==> src/pcad_pkg.sv <==
// Shared types and constants for the position counter adjust block.
// Assumes a single 10 MHz system clock and a word-wide nonvolatile store.
package pcad_pkg;

  // ==========================================================================
  // Widths
  // ==========================================================================
  localparam int POS_W   = 32;              // Whole steps, signed.
  localparam int USTEP_W = 8;               // Microsteps, 256 per step.
  localparam int ENC_W   = 32;              // Encoder counts, signed.
  localparam int UPOS_W  = POS_W + USTEP_W; // Position in microsteps.
  localparam int TMR_W   = 24;              // Save timer width.

  // ==========================================================================
  // Timing
  // ==========================================================================
  localparam int CLK_HZ         = 10_000_000;
  localparam int CYC_PER_MS     = CLK_HZ / 1000;
  // Latest completion of the save after motion stops.
  localparam int SAVE_LIMIT_MS  = 500;
  localparam int SAVE_LIMIT_CYC = CYC_PER_MS * SAVE_LIMIT_MS;
  // Quiet time after the stop before the final save is written.
  localparam int SAVE_QUIET_MS  = 100;
  localparam int SAVE_QUIET_CYC = CYC_PER_MS * SAVE_QUIET_MS;
  // Spacing of the approximate saves made while the axis moves.
  localparam int SAVE_PER_MS    = 200;
  localparam int SAVE_PER_CYC   = CYC_PER_MS * SAVE_PER_MS;

  // ==========================================================================
  // Reset values
  // ==========================================================================
  localparam logic signed [UPOS_W-1:0] UPOS_RST = 40'sh00_0000_0000;
  localparam logic signed [ENC_W-1:0]  ENC_RST  = 32'sh0000_0000;

  // ==========================================================================
  // Carriers
  // ==========================================================================
  // Counter pair as seen by the rest of the controller.
  typedef struct packed {
    logic signed [POS_W-1:0] step;
    logic [USTEP_W-1:0]      ustep;
    logic signed [ENC_W-1:0] enc;
  } pcad_pos_t;

  // Position adjust commands, one-cycle strobes with their arguments.
  typedef struct packed {
    logic                     set_zero;
    logic                     set_position_cmd;
    logic                     ign_pos;
    logic                     ign_enc;
    logic signed [UPOS_W-1:0] pos;
    logic signed [ENC_W-1:0]  enc;
  } pcad_pos_cmd_t;

  // Target updates from the movement command logic, one-cycle strobes.
  typedef struct packed {
    logic                     abs_move;
    logic                     relative_move_cmd;
    logic                     shift_arm;
    logic signed [UPOS_W-1:0] value;
  } pcad_move_cmd_t;

  // Record kept in the nonvolatile store.
  typedef struct packed {
    logic      moving;
    pcad_pos_t pos;
  } pcad_nv_rec_t;

  // Save and restore sequencer states.
  typedef enum logic [2:0] {
    NV_RD_REQ,
    NV_RD_WAIT,
    NV_IDLE,
    NV_QUIET
  } pcad_nv_st_t;

endpackage

==> src/pcad_position_counter.sv <==
// Step/microstep and encoder counters with zero and set-position handling,
// logical target bookkeeping and nonvolatile save of the last position.
// Assumes step, encoder and command strobes come from logic on clk.
`timescale 1ns/10ps

// Notes on behaviour
// Set-zero clears step and encoder counters.
// All counters change in one clock edge.
// Zeroing leaves a running movement untouched.
// Zeroing shifts logical target by same amount.
// Zeroing keeps next offset shift destination physical.
// Set-position loads step and encoder values.
// Ignore flags leave the matching counter alone.
// Set-position never forces target to zero.
// Set-position keeps physical end of motion.
// Last position saved without any host command.
// Saved position restored after power-on.
// Save done within half second after stop.
// Save during motion marks position approximate.
// Adjusts land between increments, no edge lost.
module pcad_position_counter #(
  parameter int unsigned QUIET_CYC = pcad_pkg::SAVE_QUIET_CYC,
  parameter int unsigned PER_CYC   = pcad_pkg::SAVE_PER_CYC
) (
  input  wire logic                    clk,
  input  wire logic                    rstn,
  input  wire logic                    step_pulse,
  input  wire logic                    step_dir,
  input  wire logic                    enc_up,
  input  wire logic                    enc_down,
  input  wire logic                    motion_busy,
  input  wire pcad_pkg::pcad_pos_cmd_t  pos_cmd,
  input  wire pcad_pkg::pcad_move_cmd_t move_cmd,
  input  wire logic                    nv_rd_valid,
  input  wire pcad_pkg::pcad_nv_rec_t   nv_rd_data,
  output pcad_pkg::pcad_pos_t          position,
  output logic signed [pcad_pkg::UPOS_W-1:0] target_pos,
  output logic signed [pcad_pkg::UPOS_W-1:0] shift_dest,
  output logic                         calib_needed,
  output logic                         pos_valid,
  output logic                         nv_rd_req,
  output logic                         nv_wr_en,
  output pcad_pkg::pcad_nv_rec_t       nv_wr_data
);
  import pcad_pkg::*;

  // ==========================================================================
  // Declarations
  // ==========================================================================
  logic signed [UPOS_W-1:0] upos_q, upos_d;
  logic signed [ENC_W-1:0]  enc_q, enc_d;
  logic signed [UPOS_W-1:0] tgt_q, tgt_d;
  logic signed [UPOS_W-1:0] dest_q, dest_d;
  logic                     calib_q, calib_d;
  logic                     valid_q, valid_d;
  logic signed [UPOS_W-1:0] step_inc;
  logic signed [ENC_W-1:0]  enc_inc;
  logic signed [UPOS_W-1:0] pos_shift;
  logic                     loading;
  logic                     restore;
  logic                     cmd_ok;
  logic                     changed;
  pcad_pos_t                cur_pos;

  // ==========================================================================
  // Increments of this cycle
  // ==========================================================================
  // One microstep per step pulse in the direction given, one count per
  // encoder edge; up and down together cancel.
  always_comb begin
    step_inc = '0;
    if (step_pulse) begin
      step_inc = step_dir ? UPOS_W'(1) : -UPOS_W'(1);
    end
    enc_inc = '0;
    if (enc_up && !enc_down) begin
      enc_inc = ENC_W'(1);
    end else if (enc_down && !enc_up) begin
      enc_inc = -ENC_W'(1);
    end
  end

  // Commands are ignored until the stored record has been restored, since a
  // later restore would otherwise overwrite the host's adjustment.
  assign restore = loading && nv_rd_valid;
  assign cmd_ok  = valid_q;

  // ==========================================================================
  // Counters and targets
  // ==========================================================================
  // The increment of the adjusting cycle is added on top of the new value,
  // so the adjust sits between two counting cycles and no edge vanishes.
  // Target and shift destination move by the same distance as the logical
  // position, which keeps every physical end point where it was.
  always_comb begin
    upos_d    = upos_q + step_inc;
    enc_d     = enc_q + enc_inc;
    tgt_d     = tgt_q;
    dest_d    = dest_q;
    calib_d   = calib_q;
    valid_d   = valid_q;
    pos_shift = '0;
    if (restore) begin
      upos_d  = {nv_rd_data.pos.step, nv_rd_data.pos.ustep};
      enc_d   = nv_rd_data.pos.enc;
      tgt_d   = {nv_rd_data.pos.step, nv_rd_data.pos.ustep};
      dest_d  = {nv_rd_data.pos.step, nv_rd_data.pos.ustep};
      calib_d = nv_rd_data.moving;
      valid_d = 1'b1;
    end else if (cmd_ok && pos_cmd.set_zero) begin
      // Both counters are written in the same edge.
      upos_d    = step_inc;
      enc_d     = enc_inc;
      pos_shift = upos_q;
      tgt_d     = tgt_q - pos_shift;
      dest_d    = dest_q - pos_shift;
      calib_d   = 1'b0;
    end else if (cmd_ok && pos_cmd.set_position_cmd) begin
      if (!pos_cmd.ign_pos) begin
        upos_d    = pos_cmd.pos + step_inc;
        pos_shift = upos_q - pos_cmd.pos;
        tgt_d     = tgt_q - pos_shift;
        dest_d    = dest_q - pos_shift;
        calib_d   = 1'b0;
      end
      if (!pos_cmd.ign_enc) begin
        enc_d = pos_cmd.enc + enc_inc;
      end
    end
    // Target updates from the move logic apply after any adjust of the same
    // cycle, so a relative move counts from the already shifted target.
    if (valid_q) begin
      if (move_cmd.abs_move) begin
        tgt_d = move_cmd.value;
      end else if (move_cmd.relative_move_cmd) begin
        tgt_d = tgt_d + move_cmd.value;
      end
      if (move_cmd.shift_arm) begin
        dest_d = upos_d + move_cmd.value;
      end
    end
  end

  always_ff @(posedge clk) begin
    if (!rstn) begin
      upos_q  <= UPOS_RST;
      enc_q   <= ENC_RST;
      tgt_q   <= UPOS_RST;
      dest_q  <= UPOS_RST;
      calib_q <= 1'b0;
      valid_q <= 1'b0;
    end else begin
      upos_q  <= upos_d;
      enc_q   <= enc_d;
      tgt_q   <= tgt_d;
      dest_q  <= dest_d;
      calib_q <= calib_d;
      valid_q <= valid_d;
    end
  end

  // ==========================================================================
  // Nonvolatile save and restore
  // ==========================================================================
  // Anything that moves the counters marks the record as needing a save;
  // the keeper writes it on its own, the host never asks for it.
  assign changed = step_pulse || enc_up || enc_down ||
                   (cmd_ok && (pos_cmd.set_zero ||
                               pos_cmd.set_position_cmd));

  assign cur_pos = '{step:  upos_q[UPOS_W-1:USTEP_W],
                     ustep: upos_q[USTEP_W-1:0],
                     enc:   enc_q};

  pcad_nv_keeper #(
    .QUIET_CYC (QUIET_CYC),
    .PER_CYC   (PER_CYC)
  ) u_keeper (
    .clk         (clk),
    .rstn        (rstn),
    .motion_busy (motion_busy),
    .changed     (changed),
    .cur_pos     (cur_pos),
    .nv_rd_valid (nv_rd_valid),
    .loading     (loading),
    .nv_rd_req   (nv_rd_req),
    .nv_wr_en    (nv_wr_en),
    .nv_wr_data  (nv_wr_data)
  );

  // ==========================================================================
  // Outputs
  // ==========================================================================
  // All outputs come from registers, so readers see a consistent pair.
  assign position     = cur_pos;
  assign target_pos   = tgt_q;
  assign shift_dest   = dest_q;
  assign calib_needed = calib_q;
  assign pos_valid    = valid_q;

endmodule

==> src/pcad_nv_keeper.sv <==
// Save and restore sequencer for the position record.
// Assumes the store answers a read with nv_rd_valid one clock after nv_rd_req.
`timescale 1ns/10ps
module pcad_nv_keeper #(
  parameter int unsigned QUIET_CYC = pcad_pkg::SAVE_QUIET_CYC,
  parameter int unsigned PER_CYC   = pcad_pkg::SAVE_PER_CYC
) (
  input  wire logic                  clk,
  input  wire logic                  rstn,
  input  wire logic                  motion_busy,
  input  wire logic                  changed,
  input  wire pcad_pkg::pcad_pos_t   cur_pos,
  input  wire logic                  nv_rd_valid,
  output logic                       loading,
  output logic                       nv_rd_req,
  output logic                       nv_wr_en,
  output pcad_pkg::pcad_nv_rec_t     nv_wr_data
);
  import pcad_pkg::*;

  pcad_nv_st_t         st_q, st_d;
  logic [TMR_W-1:0]    tmr_q, tmr_d;
  logic                dirty_q, dirty_d;
  logic                rd_q, rd_d;
  logic                wr_q, wr_d;
  pcad_nv_rec_t        rec_q, rec_d;

  // ==========================================================================
  // Sequencer
  // ==========================================================================
  // The quiet timer restarts on every change, so the final save always holds
  // the resting position and finishes well inside the save limit.
  always_comb begin
    st_d    = st_q;
    tmr_d   = tmr_q;
    dirty_d = dirty_q | changed | motion_busy;
    rd_d    = 1'b0;
    wr_d    = 1'b0;
    rec_d   = rec_q;
    case (st_q)
      NV_RD_REQ: begin
        rd_d = 1'b1;
        st_d = NV_RD_WAIT;
      end
      NV_RD_WAIT: begin
        dirty_d = 1'b0;
        if (nv_rd_valid) begin
          st_d = NV_IDLE;
        end
      end
      NV_IDLE: begin
        if (motion_busy) begin
          tmr_d = tmr_q + 1'b1;
          if (tmr_q >= TMR_W'(PER_CYC - 1)) begin
            wr_d  = 1'b1;
            rec_d = '{moving: 1'b1, pos: cur_pos};
            tmr_d = '0;
          end
        end else if (dirty_q) begin
          tmr_d = '0;
          st_d  = NV_QUIET;
        end
      end
      NV_QUIET: begin
        tmr_d = tmr_q + 1'b1;
        if (motion_busy || changed) begin
          tmr_d = '0;
        end else if (tmr_q >= TMR_W'(QUIET_CYC - 1)) begin
          wr_d    = 1'b1;
          rec_d   = '{moving: 1'b0, pos: cur_pos};
          dirty_d = 1'b0;
          tmr_d   = '0;
          st_d    = NV_IDLE;
        end
        if (motion_busy) begin
          st_d = NV_IDLE;
        end
      end
      default: begin
        st_d = NV_RD_REQ;
      end
    endcase
  end

  always_ff @(posedge clk) begin
    if (!rstn) begin
      st_q    <= NV_RD_REQ;
      tmr_q   <= '0;
      dirty_q <= 1'b0;
      rd_q    <= 1'b0;
      wr_q    <= 1'b0;
      rec_q   <= '0;
    end else begin
      st_q    <= st_d;
      tmr_q   <= tmr_d;
      dirty_q <= dirty_d;
      rd_q    <= rd_d;
      wr_q    <= wr_d;
      rec_q   <= rec_d;
    end
  end

  assign loading    = (st_q == NV_RD_WAIT);
  assign nv_rd_req  = rd_q;
  assign nv_wr_en   = wr_q;
  assign nv_wr_data = rec_q;

endmodule

==> config.mk <==
export PLATFORM = sky130hd
export DESIGN_NAME = pcad_position_counter
export DESIGN_NICKNAME = d
export VERILOG_FILES = /design/src/pcad_pkg.sv /design/src/pcad_position_counter.sv /design/src/pcad_nv_keeper.sv
export SDC_FILE = /design/constraint.sdc
export NUM_CORES = 2
export LEC_CHECK = 0
export ABC_CLOCK_PERIOD_IN_PS = 13700
export BUFFER_PORTS_ARGS = -buffer_cell sky130_fd_sc_hd__buf_4
export CAP_MARGIN = 0
export CORE_AREA = 4 4 337 339
export DETAILED_ROUTE_END_ITERATION = 7
export DIE_AREA = 0 0 341 343
export GPL_ROUTABILITY_DRIVEN = 1
export PLACE_DENSITY = 0.53
export SETUP_SLACK_MARGIN = 0.02
export SYNTH_ARGS = -nofsm -noshare
export SYNTH_HDL_FRONTEND = slang
export SYNTH_SLANG_ARGS = --single-unit
==> constraint.sdc <==
create_clock -name clk -period 13.7 [get_ports clk]
set_input_delay 4.11 -clock clk [delete_from_list [all_inputs] [get_ports clk]]
set_output_delay 4.11 -clock clk [all_outputs]
set_load 0.01 [all_outputs]
==> impl_metrics.env <==
export IMPL_status="finished clean"
export IMPL_synth_cells=4631
export IMPL_endpoint_kind="flip-flop"
export IMPL_fin_setup_tns_ps=0
export IMPL_routedWlPerCell_um=23.44
export IMPL_grt_max_degree=101
export IMPL_rsz0062_at_grt="false"
export IMPL_regArea_mm2=0.005126
export IMPL_gp_congestion=0.9319
export IMPL_swShare_pct=47.41
export IMPL_grtUsageTotal_pct=24.59
export IMPL_wl_met1_mm=66.42
export IMPL_start_util_pct=29.95
export IMPL_htree_levels=2
export IMPL_vdd_drop_max_uv=92.42
export IMPL_critPathSlowestCell="a211oi_1"
export IMPL_p_int_mw=2.940
export IMPL_cts_buffers=42
export IMPL_ys_ff_latch=256
export IMPL_overflow=0
export IMPL_postSynthAreaPerCell_um2=7.138
export IMPL_wirelength_mm=150.5
export IMPL_synth_seq_area_share_pct=15.50
export IMPL_synth_top_family_by_area="compound AO/OA/AOI/OAI gates"
export IMPL_yosysWarnings=0
export IMPL_placed_cell_area_mm2=0.03736
export IMPL_drv_cap=0
export IMPL_holdBufCountCts=0
export IMPL_drc=0
export IMPL_post_cts_buffers=0
export IMPL_crit_required_ps=14210
export IMPL_pwr_share_comb_pct=61.3
export IMPL_dp_hpwl_mm=116.8
export IMPL_layout_commonest_cell="a21oi_1"
export IMPL_cts_repair_resize_count=0
export IMPL_netlist_top_cell_by_area="dfxtp_1"
export IMPL_cpPeakStageDelay_ps=710
export IMPL_highest_layer="met5"
export IMPL_io_buffers=428
export IMPL_grt_pass1_vias=34260
export IMPL_clock_sinks=256
export IMPL_yosys_area_top_type_share_pct=15.50
export IMPL_cts_tree="yes"
export IMPL_worstSkewPairLatency_ps=620
export IMPL_fmaxAchievable_mhz=80.92
export IMPL_row_count=122
export IMPL_die_height_um=343
export IMPL_max_slew_worst_pin_slew_ps=1085
export IMPL_critPathKind="primary input to flip-flop"
export IMPL_maxSlewViolCount=0
export IMPL_final_area_mm2=0.03881
export IMPL_finalClockSkew_ps=21.94
export IMPL_report_final_hold_viol_count=0
export IMPL_cts_root_buf="clkbuf_16"
export IMPL_p_leak_nw=17.37
export IMPL_synth_edf_count=0
export IMPL_muxShareOfSynthArea_pct=0.4353
export IMPL_vias_per_cell=5.602
export IMPL_nFillCells=11930
export IMPL_layout_common_cells="506 x a21oi_1, 492 x nand2_1, 475 x buf_4"
export IMPL_ys_top_cells_by_area="dfxtp_1 16%, ha_1 15%, a21oi_1 7.7%, xnor2_1 6.4%, nand2_1 5.6%"
export IMPL_cellPowerDensity_mw_per_mm2=144.1
export IMPL_path_clk_slew_ps=50
export IMPL_max_slew_margin_rel_pct=27.69
export IMPL_drt_iter0_drc=2880
export IMPL_hold_class="flip-flop to flip-flop"
export IMPL_synth_fa_ha_area_share_pct=15.89
export IMPL_netlist_area_mm2=0.03306
export IMPL_synth_simple_area_share_pct=20.39
export IMPL_wl_met2_mm=67.61
export IMPL_min_period_ps=12360
export IMPL_arrival_ps=12870
export IMPL_finalSetupViolations=0
export IMPL_seqPwrFrac_pct=17.7
export IMPL_ys_async_sr_fraction_pct=0
export IMPL_p_switching_mw=2.651
export IMPL_drtPass1Iterations=6
export IMPL_cts_buffer_depth=3
export IMPL_nNetsFinal=5502
export IMPL_finalPower_mw=5.591
export IMPL_vias=35980
export IMPL_synth_xor_xnor_area_share_pct=10.03
export IMPL_pwr_share_clk_pct=21.0
export IMPL_ys_flop_type="dfxtp_1"
export IMPL_synth_compound_area_share_pct=31.46
export IMPL_die_x_um=341
export IMPL_critPathMaxFanout=4
export IMPL_yosysUniqueCellTypes=93
export IMPL_ioPinCount=429
export IMPL_antenna_found_initial=12
export IMPL_drive_gt1_share_pct=12.47
export IMPL_wl_met3_mm=11.78
export IMPL_syn2layout_area_growth_pct=17.40
export IMPL_multi_input_area_mm2=0.02593
export IMPL_fin_crit_sh_pct=90.21
export IMPL_grt_pass1_wl_mm=220.6
export IMPL_dieArea_mm2=0.1170
export IMPL_synth_nets=5229
export IMPL_core_area_mm2=0.1104
export IMPL_ant_nets=0
export IMPL_crit_path_frequent_cell="a21oi_1"
export IMPL_start_kind="primary input"
[cells in the mapped netlist (72+ instances only)]
library cell  instances
a21oi_1             506
buf_4                72
and2_1               77
xor2_1              132
nand3_1             107
o21ai_0             314
a21o_1              161
clkbuf_1            157
nand2_1             495
inv_1               229
nor2_1              391
xnor2_1             242
ha_1                387
a211oi_1             76
nor3_1              101
dfxtp_1             256
[power by group through the flow]
stage          sequential, mW  combinational [mW]  clock [mW]
2_1_floorplan           0.927                2.49           0
3_3_place_gp             1.01                3.34           0
4_1_cts                 0.989                3.38        1.21
5_1_grt                  1.00                3.76        1.23
3_5_place_dp             1.00                3.35           0
6_report                0.990                3.42        1.18
[layout make-up]
class | instances | share of cell area [%]
multi-input combinational | 3898 | 66.83
sequential | 256 | 13.21
timing repair buffer | 475 | 9.189
tap | 1488 | 4.798
clock buffer | 55 | 3.069
inverter | 231 | 2.247
clock inverter | 18 | 0.6448
antenna | 2 | 0.01290
[stage by stage]
stage / hold slack [ps] / std cells / util, % / setup WS, ps
final: 454.0 / 6423 / 35.16 / 1342
after global routing: 472.1 / 6421 / 35.16 / 702.9
after CTS: 454.6 / 6421 / 35.16 / 1602
after detailed placement: 447.7 / 6348 / 33.85 / 955.7
after global placement: 442.8 / 6348 / 33.85 / 1062
after floorplan: 449.5 / 4631 / - / 1428
[logic make-up (layout without fill, tap and decap cells)]
logic type	count (synthesis)	count (layout)
other	0	2
AND/OR/NAND/NOR	1460	1460
buffers and inverters	477	779
AO/OA/AOI/OAI	1631	1631
XOR/XNOR	376	376
adder cells (fa/ha/maj)	417	417
multiplexers	14	14
flip-flops	256	256
[worst max-delay path, delay by kind of cell]
| family | cells | cell delay [ps] |
|---|---|---|
| compound gates | 18 | 5400 |
| fa+ha+maj | 4 | 1300 |
| simple gates | 9 | 1100 |
| xor+xnor | 4 | 670 |
| mux | 1 | 150 |
| buf+inv | 1 | 120 |
[per-layer routing]
metal | global-route usage, % | vias to the layer above
li1 | - | 17340
met1 | 32.63 | 17030
met2 | 40.57 | 1378
met3 | 4.590 | 225
met4 | 7.267 | 12
met5 | 0 | -
[state kept, by name, indices dropped and copies added (netlist names), 2 cells and up]
signal	cells
u_keeper.st_q	2
u_keeper.tmr_q	24
u_keeper.nv_wr_data	73
shift_dest	40
upos_q	40
enc_q	32
target_pos	40
[final timing paths]
| check | slack [ps] | start | cells after the start | end |
|---|---|---|---|---|
| hold reg to reg | 450 | u_keeper.nv_wr_data[71] | 2 | u_keeper.nv_wr_data[71] |
| hold / removal | 450 | u_keeper.nv_wr_data[71] | 2 | u_keeper.nv_wr_data[71] |
| setup reg to reg | 4290 | upos_q[0] | 37 | target_pos[36] |
| setup / recovery | 1340 | pos_cmd[32] | 37 | target_pos[36] |
(Power assumes the default switching activity.)
